`src/inc/gtis_pkg.sv`:
```
`default_nettype none
package gtis_pkg;
  localparam int GTIS_TRIG_N = 3;
  localparam int GTIS_STAMP_N = 2;
  localparam int GTIS_AW = 12;
  localparam logic [GTIS_AW-1:0] GTIS_OFS_ERR_DONE = 12'h524;
  localparam logic [GTIS_AW-1:0] GTIS_OFS_IRQ_STAT = 12'h528;
  localparam logic [GTIS_AW-1:0] GTIS_OFS_CTRL = 12'h5C0;
  localparam logic [GTIS_AW-1:0] GTIS_OFS_IRQ_MASK = 12'h5C4;
  localparam int GTIS_ERR_LSB = 16;
  localparam int GTIS_DONE_LSB = 0;
  localparam int GTIS_TIRQ_LSB = 16;
  localparam int GTIS_SIRQ_LSB = 0;
  localparam int GTIS_EN_LSB = 0;
  localparam int GTIS_NOTIFY_LSB = 4;
  localparam int GTIS_SEN_LSB = 8;
  localparam logic [2:0] GTIS_TRIG_RST = 3'h0;
  localparam logic [1:0] GTIS_STAMP_RST = 2'h0;
  localparam logic [31:0] GTIS_WORD_RST = 32'h0;
  typedef struct packed {
    logic [GTIS_TRIG_N-1:0] trig_fire;
    logic [GTIS_TRIG_N-1:0] trig_late;
    logic [GTIS_STAMP_N-1:0] stamp_event;
  } gtis_evt_s;
endpackage : gtis_pkg
`default_nettype wire

```
`src/verilog/gtis_top.sv`:
```
`default_nettype none
module gtis_top (
  input wire logic clk_sys,
  input wire logic resetn,
  input wire logic ce,
  input wire logic [gtis_pkg::GTIS_AW-1:0] address,
  input wire logic read,
  input wire logic write,
  input wire logic [3:0] byteenable,
  input wire logic [31:0] writedata,
  output logic [31:0] readdata,
  output logic waitrequest,
  input wire gtis_pkg::gtis_evt_s evt,
  output logic [gtis_pkg::GTIS_TRIG_N-1:0] trig_output_unit_en,
  output logic summary_irq,
  output logic irq
);
  import gtis_pkg::*;

  function automatic logic [31:0] gtis_lanes(input logic [3:0] be);
    logic [31:0] m;
    m = 32'h0;
    for (int i = 0; i < 4; i++) begin
      m[i*8 +: 8] = {8{be[i]}};
    end
    return m;
  endfunction : gtis_lanes

  logic wait_q;
  logic [31:0] rdata_q;
  logic [2:0] err_q;
  logic [2:0] done_q;
  logic [2:0] tirq_q;
  logic [1:0] sirq_q;
  logic [2:0] en_q;
  logic [2:0] notify_q;
  logic [1:0] sen_q;
  logic [2:0] mask_t_q;
  logic [1:0] mask_s_q;
  logic irq_q;
  logic summ_q;

  logic acc;
  logic [31:0] lm;
  logic [31:0] wd;
  logic wr_ed;
  logic wr_is;
  logic wr_ct;
  logic wr_mk;
  logic [2:0] en_lm;
  logic [2:0] en_clear;
  logic [2:0] fire_evt;
  logic [2:0] err_set;
  logic [2:0] done_set;
  logic [2:0] tirq_set;
  logic [1:0] sirq_set;
  logic [2:0] err_d;
  logic [2:0] done_d;
  logic [2:0] tirq_d;
  logic [1:0] sirq_d;
  logic [2:0] en_d;
  logic [2:0] mask_t_d;
  logic [1:0] mask_s_d;
  logic [31:0] rdata_d;

  // bus slave: one wait cycle, then the access completes
  assign acc = ce && !wait_q;
  assign lm = gtis_lanes(byteenable);
  assign wd = writedata & lm;
  assign wr_ed = acc && write && (address == GTIS_OFS_ERR_DONE);
  assign wr_is = acc && write && (address == GTIS_OFS_IRQ_STAT);
  assign wr_ct = acc && write && (address == GTIS_OFS_CTRL);
  assign wr_mk = acc && write && (address == GTIS_OFS_IRQ_MASK);

  // event qualification; only trigger and stamp sources feed
  assign fire_evt = evt.trig_fire & en_q;
  assign err_set = evt.trig_late & en_q & notify_q;
  assign done_set = fire_evt & notify_q;
  assign tirq_set = (err_set | done_set) & notify_q;
  assign sirq_set = evt.stamp_event & sen_q;

  assign en_lm = lm[GTIS_EN_LSB +: 3];
  assign en_clear = wr_ct ? (en_lm & ~wd[GTIS_EN_LSB +: 3]) : GTIS_TRIG_RST;

  always_comb begin
    err_d = err_q;
    if (wr_ed) begin
      err_d = err_d & ~wd[GTIS_ERR_LSB +: 3];
    end
    err_d = (err_d & ~en_clear) | err_set;
  end

  always_comb begin
    done_d = done_q;
    if (wr_ed) begin
      done_d = done_d & ~wd[GTIS_DONE_LSB +: 3];
    end
    done_d = done_d | done_set;
  end

  always_comb begin
    tirq_d = tirq_q;
    sirq_d = sirq_q;
    if (wr_is) begin
      tirq_d = tirq_d & ~wd[GTIS_TIRQ_LSB +: 3];
      sirq_d = sirq_d & ~wd[GTIS_SIRQ_LSB +: 2];
    end
    tirq_d = tirq_d | tirq_set;
    sirq_d = sirq_d | sirq_set;
  end

  always_comb begin
    en_d = en_q;
    if (wr_ct) begin
      en_d = (en_q & ~en_lm) | (wd[GTIS_EN_LSB +: 3] & en_lm);
    end
    en_d = en_d & ~fire_evt;
  end

  always_comb begin
    mask_t_d = mask_t_q;
    mask_s_d = mask_s_q;
    if (wr_mk) begin
      mask_t_d = (mask_t_q & ~lm[GTIS_TIRQ_LSB +: 3]) | wd[GTIS_TIRQ_LSB +: 3];
      mask_s_d = (mask_s_q & ~lm[GTIS_SIRQ_LSB +: 2]) | wd[GTIS_SIRQ_LSB +: 2];
    end
  end

  always_comb begin
    rdata_d = GTIS_WORD_RST;
    unique case (address)
      GTIS_OFS_ERR_DONE: begin
        rdata_d[GTIS_ERR_LSB +: 3] = err_q;
        rdata_d[GTIS_DONE_LSB +: 3] = done_q;
      end
      GTIS_OFS_IRQ_STAT: begin
        rdata_d[GTIS_TIRQ_LSB +: 3] = tirq_q;
        rdata_d[GTIS_SIRQ_LSB +: 2] = sirq_q;
      end
      GTIS_OFS_CTRL: begin
        rdata_d[GTIS_EN_LSB +: 3] = en_q;
        rdata_d[GTIS_NOTIFY_LSB +: 3] = notify_q;
        rdata_d[GTIS_SEN_LSB +: 2] = sen_q;
      end
      GTIS_OFS_IRQ_MASK: begin
        rdata_d[GTIS_TIRQ_LSB +: 3] = mask_t_q;
        rdata_d[GTIS_SIRQ_LSB +: 2] = mask_s_q;
      end
      default: begin
        rdata_d = GTIS_WORD_RST;
      end
    endcase
  end

  // bus handshake and read data
  always_ff @(posedge clk_sys) begin
    if (!resetn) begin
      wait_q <= 1'b1;
      rdata_q <= GTIS_WORD_RST;
    end else if (ce) begin
      wait_q <= !((read || write) && wait_q);
      if ((read || write) && wait_q) begin
        rdata_q <= read ? rdata_d : GTIS_WORD_RST;
      end
    end
  end

  // trigger error and done flags
  always_ff @(posedge clk_sys) begin
    if (!resetn) begin
      err_q <= GTIS_TRIG_RST;
      done_q <= GTIS_TRIG_RST;
    end else if (ce) begin
      err_q <= err_d;
      done_q <= done_d;
    end
  end

  // interrupt status bits
  always_ff @(posedge clk_sys) begin
    if (!resetn) begin
      tirq_q <= GTIS_TRIG_RST;
      sirq_q <= GTIS_STAMP_RST;
    end else if (ce) begin
      tirq_q <= tirq_d;
      sirq_q <= sirq_d;
    end
  end

  // control and mask
  always_ff @(posedge clk_sys) begin
    if (!resetn) begin
      en_q <= GTIS_TRIG_RST;
      notify_q <= GTIS_TRIG_RST;
      sen_q <= GTIS_STAMP_RST;
      mask_t_q <= GTIS_TRIG_RST;
      mask_s_q <= GTIS_STAMP_RST;
    end else if (ce) begin
      en_q <= en_d;
      mask_t_q <= mask_t_d;
      mask_s_q <= mask_s_d;
      if (wr_ct) begin
        notify_q <= (notify_q & ~lm[GTIS_NOTIFY_LSB +: 3]) | wd[GTIS_NOTIFY_LSB +: 3];
        sen_q <= (sen_q & ~lm[GTIS_SEN_LSB +: 2]) | wd[GTIS_SEN_LSB +: 2];
      end
    end
  end

  // summary and masked interrupt line
  always_ff @(posedge clk_sys) begin
    if (!resetn) begin
      summ_q <= 1'b0;
      irq_q <= 1'b0;
    end else if (ce) begin
      summ_q <= (|tirq_d) || (|sirq_d);
      irq_q <= (|(tirq_d & mask_t_d)) || (|(sirq_d & mask_s_d));
    end
  end

  assign readdata = rdata_q;
  assign waitrequest = wait_q;
  assign trig_output_unit_en = en_q;
  assign summary_irq = summ_q;
  assign irq = irq_q;

  property p_err_set;
    @(posedge clk_sys) disable iff (!resetn)
    (ce && |err_set) |=> ((err_q & $past(err_set)) == $past(err_set));
  endproperty
  a_err_set: assert property (p_err_set) else $error("error flag not set");

  property p_err_clr;
    @(posedge clk_sys) disable iff (!resetn)
    (ce && |(en_clear & ~err_set)) |=> ((err_q & $past(en_clear & ~err_set)) == 3'h0);
  endproperty
  a_err_clr: assert property (p_err_clr) else $error("error flag not cleared");

  property p_done_set;
    @(posedge clk_sys) disable iff (!resetn)
    (ce && |(evt.trig_fire & en_q & notify_q)) |=> ((done_q & $past(done_set)) == $past(done_set)) &&
      !(|(en_q & $past(evt.trig_fire & en_q)));
  endproperty
  a_done_set: assert property (p_done_set) else $error("done flag not set");

  property p_done_keep;
    @(posedge clk_sys) disable iff (!resetn)
    (ce && wr_ed) |=> ((done_q & $past(done_q & ~wd[GTIS_DONE_LSB +: 3])) ==
      $past(done_q & ~wd[GTIS_DONE_LSB +: 3]));
  endproperty
  a_done_keep: assert property (p_done_keep) else $error("done cleared by zero");

  property p_tirq_gate;
    @(posedge clk_sys) disable iff (!resetn)
    (ce && !wr_is) |=> ((tirq_q & ~$past(tirq_q)) == (tirq_q & ~$past(tirq_q) & $past(notify_q)));
  endproperty
  a_tirq_gate: assert property (p_tirq_gate) else $error("trigger irq without notify");

  property p_sirq_set;
    @(posedge clk_sys) disable iff (!resetn)
    (ce && |sirq_set) |=> ((sirq_q & $past(sirq_set)) == $past(sirq_set)) && summ_q;
  endproperty
  a_sirq_set: assert property (p_sirq_set) else $error("stamp irq not set");

  property p_summary;
    @(posedge clk_sys) disable iff (!resetn)
    summ_q == ((|tirq_q) || (|sirq_q));
  endproperty
  a_summary: assert property (p_summary) else $error("summary mismatch");

  property p_self_clear;
    @(posedge clk_sys) disable iff (!resetn)
    (ce && |fire_evt) |=> ((en_q & $past(fire_evt)) == 3'h0);
  endproperty
  a_self_clear: assert property (p_self_clear) else $error("enable not self-cleared");

  property p_w1c;
    @(posedge clk_sys) disable iff (!resetn)
    (ce && wr_is && !(|tirq_set) && !(|sirq_set)) |=> ((tirq_q & $past(wd[GTIS_TIRQ_LSB +: 3])) == 3'h0) &&
      ((sirq_q & $past(wd[GTIS_SIRQ_LSB +: 2])) == 2'h0);
  endproperty
  a_w1c: assert property (p_w1c) else $error("irq bit not cleared");

  property p_bus_ack;
    @(posedge clk_sys) disable iff (!resetn)
    (ce && (read || write) && wait_q) |=> !wait_q ##1 (wait_q || !$past(ce));
  endproperty
  a_bus_ack: assert property (p_bus_ack) else $error("bus answer late");

  c_err: cover property (@(posedge clk_sys) disable iff (!resetn) ce && |err_set);
  c_done: cover property (@(posedge clk_sys) disable iff (!resetn) ce && |done_set);
  c_stamp: cover property (@(posedge clk_sys) disable iff (!resetn) ce && |sirq_set);
  c_irq: cover property (@(posedge clk_sys) disable iff (!resetn) $rose(irq_q));
endmodule : gtis_top
`default_nettype wire

```
`config.mk`:
```
export PLATFORM = sky130hd
export DESIGN_NAME = gtis_top
export DESIGN_NICKNAME = d
export VERILOG_FILES = /design/src/inc/gtis_pkg.sv /design/src/verilog/gtis_top.sv
export SDC_FILE = /design/constraint.sdc
export NUM_CORES = 1
export LEC_CHECK = 0
export ABC_AREA = 0
export BUFFER_PORTS_ARGS = -buffer_cell sky130_fd_sc_hd__buf_2
export CAP_MARGIN = 20
export CORE_AREA = 2 2 82 104
export DETAILED_ROUTE_END_ITERATION = 10
export DIE_AREA = 0 0 84 106
export SLEW_MARGIN = 30
export SYNTH_ARGS = -nofsm -noshare
export SYNTH_HDL_FRONTEND = slang
export SYNTH_SLANG_ARGS = --single-unit
```
`constraint.sdc`:
```
create_clock -name clk_sys -period 2.14 [get_ports clk_sys]
set_clock_uncertainty 0.05 [all_clocks]
set_input_delay 0.214 -clock clk_sys [delete_from_list [all_inputs] [get_ports clk_sys]]
set_output_delay 0.214 -clock clk_sys [all_outputs]
set_load 0.05 [all_outputs]
```
# Word level (Yosys, flattened, before mapping)
# Index checks and enable logic that the tools add are counted.
[totals]
out_inout_bits = 38
in_bits = 61
reg_bits = 59
elab_cells = 90
[op_classes]
muxes = 14
bitwise = 41
reduce_logical = 18
eq_ne = 4
[ops]
columns = ["op", "n"]
rows = [
  ["$and A3 B3 Y3", 16],
  ["$eq A12 B11 Y1 const B", 4],
  ["$mux W3", 7],
  ["$or A3 B3 Y3", 7],
  ["$and A19 B19 Y19", 1],
  ["$mux W19", 1],
  ["$not A3 Y3", 6],
  ["$and A2 B2 Y2", 5],
  ["$pmux W3 S3", 1],
  ["$pmux W2 S4", 1],
  ["$logic_and A1 B1 Y1", 7],
  ["$mux W2", 3],
  ["$not A2 Y2", 3],
  ["$or A2 B2 Y2", 3],
  ["$reduce_or A3 Y1", 2],
  ["$reduce_and A2 Y1", 2],
  ["$reduce_or A2 Y1", 2],
  ["$logic_or A1 B1 Y1", 3],
  ["$logic_not A1 Y1", 2],
  ["$pmux W1 S2", 1],
]

# Depth between registers and ports, before layout
# Gate-level depths: netlist (run 1).
[logic_depth]
ltp_word = 9
ltp_mapped = 7
depth_no_buf = 6

# Worst setup path after synthesis (run 1)
# No wires, ideal clock.
[synth_timing]
path_type = "register to register"
from = "register wait_q, in the netlist waitrequest"
to = "register irq_q, in the netlist irq"
t_arrival_ns = 1.961
n_path_buf = 1
t_required_ns = 1.963
slack_ns = 0.003
period_less_slack_ns = 2.137
path_stages_with_launch = 8
setup_time_ns = 0.127
path_cell_list = "dfxtp_1 and3b_1 and2_0 clkbuf_1 nand2_1 mux2_1 a22oi_1 a31oi_1"
[synth_between]
elab_chain_cells = 9
word_cells_on_any_way = 16
cone_classes = "mux: 4; bitwise: 4; reduce/logical: 8"
[synth_lines]
columns = ["item", "line_no", "rtl"]
rows = [
  ["start, declared", "gtis_top.sv:29", "logic wait_q;"],
  ["start signal, assigned", "gtis_top.sv:161", "wait_q <= !((read || write) && wait_q);"],
  ["$logic_not A1 Y1 *", "gtis_top.sv:67", "assign acc = ce && !wait_q;"],
  ["$logic_and A1 B1 Y1 *", "gtis_top.sv:67", ""],
  ["$logic_and A1 B1 Y1 *", "gtis_top.sv:71, gtis_top.sv:73", ""],
  ["$logic_and A1 B1 Y1", "gtis_top.sv:71", "assign wr_is = acc && write && (address == GTIS_OFS_IRQ_STAT);"],
  ["$mux W3 / $mux W2 (equally long branches)", "gtis_top.sv:104", "if (wr_is) begin"],
  ["$or A3 B3 Y3 / $or A2 B2 Y2 (equally long branches)", "gtis_top.sv:108, gtis_top.sv:109", ""],
  ["$and A3 B3 Y3 / $and A2 B2 Y2 (equally long branches)", "gtis_top.sv:216", "irq_q <= (|(tirq_d & mask_t_d)) || (|(sirq_d & mask_s_d));"],
  ["$reduce_or A3 Y1 / $reduce_or A2 Y1 (equally long branches)", "gtis_top.sv:216", ""],
  ["$logic_or A1 B1 Y1 *", "gtis_top.sv:216", ""],
  ["end signal, assigned", "gtis_top.sv:216", ""],
  ["end, declared", "gtis_top.sv:40", "logic irq_q;"],
]
# Every way passes the cells marked *; elsewhere a longest branch is shown, timed or not.
# A chain may end at the register's enable or synchronous reset.

# Worst setup path after layout (run 1)
# Ends and elaborated chain as after synthesis.

==> results of run 1 <==
==> area by class of cell <==
class | instances | share of cell area
clock buffers | 7 | 0.0340
clock inverters | 1 | 0.00197
inverters | 2 | 0.00296
multi-input cells | 183 | 0.468
flip-flops and latches | 38 | 0.300
well taps | 97 | 0.0478
repair buffers | 68 | 0.145
==> synth_stat cells (3+ instances only) <==
master / n / share of area
sky130_fd_sc_hd__nand3_1: 4 / 0.0096
sky130_fd_sc_hd__a21boi_0: 8 / 0.029
sky130_fd_sc_hd__dfxtp_1: 38 / 0.37
sky130_fd_sc_hd__and3_1: 4 / 0.012
sky130_fd_sc_hd__nor3_1: 3 / 0.0072
sky130_fd_sc_hd__o211ai_1: 5 / 0.018
sky130_fd_sc_hd__and2_1: 11 / 0.033
sky130_fd_sc_hd__clkbuf_1: 6 / 0.011
sky130_fd_sc_hd__nor2b_1: 16 / 0.048
sky130_fd_sc_hd__o21ai_0: 14 / 0.034
sky130_fd_sc_hd__buf_4: 21 / 0.076
sky130_fd_sc_hd__a31oi_1: 3 / 0.0090
sky130_fd_sc_hd__nor2_1: 3 / 0.0054
sky130_fd_sc_hd__nand4_1: 5 / 0.015
sky130_fd_sc_hd__a21oi_1: 8 / 0.019
sky130_fd_sc_hd__mux2i_1: 6 / 0.029
sky130_fd_sc_hd__a22oi_1: 11 / 0.040
sky130_fd_sc_hd__nand2_1: 26 / 0.047
==> worst reg2reg max path, delay by kind of cell (launching register included) <==
family / cells / cell delay (ns)
AOI/OAI and AO/OA: 3 / 0.78
buffers and inverters: 1 / 0.18
and+or+nand+nor: 2 / 0.42
DFF: 1 / 0.41
==> per-layer routing <==
metal,wire [um],part of all wire
met1,2650,0.46
met2,2670,0.46
met3,372,0.065
met4,74,0.013
met5,0,0
==> cell families (layout without fill, tap and decap cells) <==
| family | count (synthesis) | in the layout |
|---|---|---|
| AO/OA/AOI/OAI | 63 | 63 |
| other | 1 | 21 |
| buffers and inverters | 33 | 78 |
| multiplexers | 11 | 11 |
| AND/OR/NAND/NOR | 88 | 88 |
| flip-flops | 38 | 38 |
==> power groups by stage <==
stage	Sequential (mW)	Clock [mW]	Combinational [mW]
3_5_place_dp	0.729	0	0.209
5_1_grt	0.712	0.563	0.221
3_3_place_gp	0.729	0	0.205
6_report	0.712	0.519	0.209
2_1_floorplan	0.739	0	0.153
4_1_cts	0.712	0.529	0.209
==> worst max path at each step <==
stage	endpoint	from	slack [ns]	depth (start not counted)
after CTS	irq	waitrequest	0.24	6
after floorplan	irq	waitrequest	0.003	7
after global routing	irq	waitrequest	0.15	6
final	irq	waitrequest	0.23	6
after detailed placement	err_q[0]	address[2]	0.005	7
after global placement	err_q[0]	address[2]	0.02	7
==> metrics by stage <==
step           utilization  hold slack (ns)  power (mW)  worst slack, ns  instances
3_3_place_gp         0.304            0.413       0.934           0.0178        386
5_1_grt              0.317            0.129        1.50            0.151        396
2_1_floorplan            -            0.309       0.893          0.00260        254
4_1_cts              0.317            0.115        1.45            0.244        396
6_report             0.317            0.122        1.44            0.230        396
3_5_place_dp         0.305            0.420       0.938          0.00498        388
==> placed cells by master, fill, tap and decap left out, types with 3 or more instances in the layout <==
cell,Yosys,routed
sky130_fd_sc_hd__conb_1,1,21
sky130_fd_sc_hd__a21boi_0,8,8
sky130_fd_sc_hd__nand4_1,5,5
sky130_fd_sc_hd__and3_1,4,4
sky130_fd_sc_hd__clkbuf_8,0,6
sky130_fd_sc_hd__o211ai_1,5,5
sky130_fd_sc_hd__dfxtp_1,38,38
sky130_fd_sc_hd__a31oi_1,3,3
sky130_fd_sc_hd__nor2_1,3,3
sky130_fd_sc_hd__mux2i_1,6,6
sky130_fd_sc_hd__nor3_1,3,3
sky130_fd_sc_hd__nand2_1,26,26
sky130_fd_sc_hd__buf_4,21,11
sky130_fd_sc_hd__buf_2,2,57
sky130_fd_sc_hd__a22oi_1,11,11
sky130_fd_sc_hd__a21oi_1,8,8
sky130_fd_sc_hd__nor2b_1,16,16
sky130_fd_sc_hd__nand3_1,4,4
sky130_fd_sc_hd__o21ai_0,14,14
sky130_fd_sc_hd__and2_1,11,11
==> impl_results.md, run 1 <==
* WP data required at 2.31 ns
* GR Util met2 at 0.214
* Fraction of power consumed by sequential logic at 0.494
* Critical hold path startpoint: writedata[6]
* Number of nets in the finished design at 359
* Shortest period the worst path allows at 1.91 ns
* Post-CTS setup-driven buffer insertion count at 0
* Leak at 1.04 nW
* Synthesized-area fraction occupied by xor and xnor cells at 0
* Syn. warnings at 0
* Synthesized area at 0.00208 mm2
* Worst min path class: input port to register
* Met1 usage at 0.174
* Cell Int Power at 1.02 mW
* EDFF count, synth at 0
* Kind of start point of the critical path: register
* Num Clock Sinks at 38
* Capturing element type of the critical path: register
* Least-Margin Pin Slew at 0.576 ns
* Power per cell area at 568 mW/mm2
* Count of nets left with antenna violations after detail routing at 0
* Routed WL at 5760 um
* Length in cells of the worst reg-to-reg path at 6
* FF+latch area at 761 um2
* Bufs on Longest Clock Path at 2
* 1st-pass router iterations at 4
* Number of synthesized register bits at 38
* Outcome: finished clean
* Wire length of the first global-routing pass at 9310 um
* Hold violation count in the final report at 0
* Clk_lat worst skew at 0.29 ns
* Syn Area/Cell at 8.89 um2
* Initial drt markers at 114
* Synth async-reset ratio at 0
* Critical path start-end classification: register to register
* Number of buffers inserted during clock tree synthesis at 5
* Average via count per standard cell at 4.78
* Post-synthesis share of cell area spent on full adders, half adders and majority gates at 0
* CTS tree: yes
* Final weighted congestion in routability-driven placement at 0.835
* Endpoint of the lowest-slack register-to-register path: irq
* Total of hold buffers inserted after clock tree synthesis at 0
* Biggest fanout along the worst timing path at 6
* Share of cells above drive strength 1 at 0.281
* Post-route fraction of the period consumed by the critical path at 0.892
* Relative slew slack at 0.616
* Clock group share of total power at 0.361
* Fraction of synthesized area in multiplexers at 0.0578
* Maximum level of the CTS H-tree at 2
* Max rail drop VDD at 0.422 mV
* Combinational family with the most area after synthesis: simple AND/OR/NAND/NOR gates
* Total area of multi-input combinational cells at 0.00119 mm2
* Chip Width at 84 um
* Reg2Reg Launch Point: waitrequest
* Post-route cell area at 0.00254 mm2
* Critical-path cell list: and3b_1, and2_0, buf_4, a41oi_1, a22oi_1, a31oi_1
* Worst Hold Depth at 3
* Area share of and/or/nand/nor cells after synthesis at 0.268
* Share of total power in combinational logic at 0.145
* Detailed-placement wirelength estimate at 4480 um
* Reg2Reg Setup Slack at 0.23 ns
* Maximum Capacitance Violations at 0
* Crit-path leading delay family: compound AO/OA/AOI/OAI gates
* Library cell used as clock root buffer: sky130_fd_sc_hd__clkbuf_8
* Count of buffering cells on the critical path with inverters included at 1
* I/O Buffers at 55
* CP max-delay cell: sky130_fd_sc_hd__dfxtp_1
* Die area at 0.00890 mm2
* Count of filler cells inserted in the layout at 856
* Net switching power of the design at 0.417 mW
* Initial cell density of the core at 0.260
* Global-route total usage across every layer at 0.131
* Count of cell types in the netlist at 48
* Antenna violations before repair at 0
* Area growth from synthesis to final layout at 22.0%
* Routed length per placed instance at 14.5 um
* Placed Area at 0.00245 mm2
* Cell Rows at 37
* Data arrival time of the critical path at 2.08 ns
* Total vias in the final route at 1,894
* Placeable Area at 0.00801 mm2
* Post-synthesis instance total at 234
* Post-CTS clock slew at the launch and capture registers of the worst setup and hold paths at 0.07 ns
* Commonest register cell after synthesis: sky130_fd_sc_hd__dfxtp_1
* Portion of the post-synthesis area used by sequential elements at 0.366
* Number of max-slew violations in the final report at 0
* Total I/O pin count at 99
* Number of resized instances in the post-cts repair step at 0
* Diodes inserted at 0
* Peak clock frequency supported by timing at 524 MHz
* Global route hottest layer: met2
* Height of the die at 106 um
* Sw Share at 0.290
* Global route total overflow at 0
* Vias in the first global route at 1,790
* Post-detailed-route DRC marker count at 0
* Met3 track utilization from global routing at 0.0303
* Largest net degree at the start of global routing at 39
* Setup repair after global routing missed its margin: false
* Setup_tns at 0 ns
* Fraction of the mapped netlist area in compound gates at 0.208
* Crit path largest cell delay at 0.41 ns
* Total of endpoints with negative setup slack in the final report at 0
(Power assumes the default switching activity.)
==> run 2, diff against run 1 <==
Settings changed: BUFFER_PORTS_ARGS -buffer_cell sky130_fd_sc_hd__buf_2 to -buffer_cell sky130_fd_sc_hd__clkbuf_2.
==> impl_results.md, run 2 (synthesis gave the netlist of run 1 again) <==
* Total of hold buffers inserted after clock tree synthesis at 0 (unchanged)
* Leak at 1.03 nW (-0.83%)
* Non-filler cells, final at 395 (-0.25%)
* Number of cells on the critical path at 6 (unchanged)
* Critical-path cell list: and3b_1, and2_0, nand2_1, mux2_2, a21boi_0, a31oi_1
* Count of buffering cells on the critical path with inverters included at 0 (-1)
* Chip Width at 84 um (unchanged)
* Worst Hold Depth at 3 (unchanged)
* Die area at 0.00890 mm2 (unchanged)
* Number of resized instances in the post-cts repair step at 0 (unchanged)
* Maximum level of the CTS H-tree at 2 (unchanged)
* Commonest non-fill, non-tap cell in the layout: sky130_fd_sc_hd__clkbuf_2
* Endpoint of the lowest-slack register-to-register path: irq
* Critical path start-end classification: register to register
* Data arrival time of the critical path at 2.00 ns (-0.08 ns)
* Max rail drop VDD at 0.265 mV (-37%)
* Number of buffers inserted during clock tree synthesis at 5 (unchanged)
* Outcome: finished clean
* Kind of start point of the critical path: register
* WP data required at 2.26 ns (-0.05 ns)
* Wire length of the first global-routing pass at 9600 um (+3.2%)
* Routed WL at 5670 um (-1.6%)
* Crit-path leading delay family: simple AND/OR/NAND/NOR gates
* Routed length per placed instance at 14.3 um (-1.3%)
* Initial cell density of the core at 0.260 (unchanged)
* Number of max-slew violations in the final report at 0 (unchanged)
* Average via count per standard cell at 4.81 (+0.57%)
* Critical hold path startpoint: writedata[6]
* Total of endpoints with negative setup slack in the final report at 0 (unchanged)
* Global route hottest layer: met2
* Crit path largest cell delay at 0.41 ns (about the same)
* Count of nets left with antenna violations after detail routing at 0 (unchanged)
* Post-detailed-route DRC marker count at 0 (unchanged)
* Antenna violations before repair at 0 (unchanged)
* Number of nets in the finished design at 358 (-0.28%)
* CTS tree: yes
* Length in cells of the worst reg-to-reg path at 6 (unchanged)
* Global route total overflow at 0 (unchanged)
* Total vias in the final route at 1,900 (+0.32%)
* Share of cells above drive strength 1 at 0.279 (-0.00241)
* Crit path setup slack, layout at 0.263 ns (+0.0332 ns)
* Area growth from synthesis to final layout at 21.8%
* CP max-delay cell: sky130_fd_sc_hd__dfxtp_1
* GR Util met2 at 0.222 (+0.00857)
* Setup repair after global routing missed its margin: false
* Bufs on Longest Clock Path at 2 (unchanged)
* Global-route total usage across every layer at 0.135 (+0.00412)
* Overall power of the completed layout at 1.43 mW (-0.59%)
* Maximum Capacitance Violations at 0 (unchanged)
* Shortest period the worst path allows at 1.88 ns (-0.0332 ns)
* Dpl ws at -0.00397 ns (-0.00895 ns)
* Post-route fraction of the period consumed by the critical path at 0.877 (-0.0155)
* Vias in the first global route at 1,901 (+6.2%)
* Power per cell area at 566 mW/mm2 (-0.39%)
* Clk_lat worst skew at 0.29 ns (about the same)
* Capturing element type of the critical path: register
* Relative slew slack at 0.606 (-0.00994)
* Placeable Area at 0.00801 mm2 (unchanged)
* Initial drt markers at 108 (-5.3%)
* Post-CTS clock slew at the launch and capture registers of the worst setup and hold paths at 0.07 ns (about the same)
* Hold violation count in the final report at 0 (unchanged)
* Peak clock frequency supported by timing at 533 MHz (+1.8%)
* Final weighted congestion in routability-driven placement at 0.835 (about the same)
* Post-CTS setup-driven buffer insertion count at 0 (unchanged)
* Biggest fanout along the worst timing path at 6 (unchanged)
* Cell Rows at 37 (unchanged)
* Met3 track utilization from global routing at 0.0248 (-0.00543)
* Total I/O pin count at 99 (unchanged)
* Setup_tns at 0 ns (unchanged)
* Least-Margin Pin Slew at 0.591 ns (+0.0149 ns)
* Reg2Reg Setup Slack at 0.26 ns (+0.03 ns)
* Height of the die at 106 um (unchanged)
* Reg2Reg Launch Point: waitrequest
* 1st-pass router iterations at 4 (unchanged)
* Num Clock Sinks at 38 (unchanged)
* Met1 usage at 0.179 (+0.00503)
* Worst min path class: input port to register
* Most frequent cells in the layout: 55 x sky130_fd_sc_hd__clkbuf_2, 38 x sky130_fd_sc_hd__dfxtp_1, 26 x sky130_fd_sc_hd__nand2_1
* Number of placed instances, taps included at 387 (-0.26%)
* Diodes inserted at 0 (unchanged)
* Detailed-placement wirelength estimate at 4470 um (-0.19%)
* I/O Buffers at 55 (unchanged)
* Library cell used as clock root buffer: sky130_fd_sc_hd__clkbuf_8
* Util after Layout at 0.316 (-0.000624)
* Largest net degree at the start of global routing at 39 (unchanged)
## run 2: cell count changes in the layout (fill, tap and decap cells not counted)
cell	delta
sky130_fd_sc_hd__clkbuf_2	+55
sky130_fd_sc_hd__buf_2	-56
## run 2: worst min-delay path, delay by kind of cell
family,cells,cell delay (ns)
AOI/OAI and AO/OA,1,0.06
buffers and inverters,1,0.08
and+or+nand+nor,1,0.04
## run 2: layout make-up
class,instances,area (um2)
Clock buffer,7,86.3
Clock inverter,1,5.00
Fill cell,848,5480
Inverter,2,7.51
Multi-Input combinational cell,183,1190
Sequential cell,38,761
Tap cell,97,121
Timing Repair Buffer,67,363
## run 2: through the flow
step | hold WS (ns) | instance area (um2)
6_report | 0.105 | 2530
3_3_place_gp | 0.406 | 2440
3_5_place_dp | 0.411 | 2440
4_1_cts | 0.102 | 2530
5_1_grt | 0.110 | 2530
2_1_floorplan | 0.309 | 2150
## run 2: worst max-delay path by stage
| stage | slack [ns] | start | endpoint |
|---|---|---|---|
| 2_1_floorplan | 0.003 | waitrequest | irq |
| 3_3_place_gp | 0.01 | address[3] | err_q[0] |
| 3_5_place_dp | -0.004 | address[2] | err_q[0] |
| 4_1_cts | 0.24 | waitrequest | irq |
| 5_1_grt | 0.12 | waitrequest | irq |
| 6_report | 0.26 | waitrequest | irq |
## run 2: per-layer routing
layer / vias up / share of wire / wire [um]
met4: 0 / 0.019 / 109
met2: 71 / 0.47 / 2640
met3: 10 / 0.045 / 255
met5: - / 0 / 0
li1: 933 / - / -
met1: 886 / 0.47 / 2660
## run 2: power breakdown
part           switching [mW]  internal, mW
Sequential            0.00270         0.710
Clock                   0.254         0.260
Combinational           0.154        0.0522
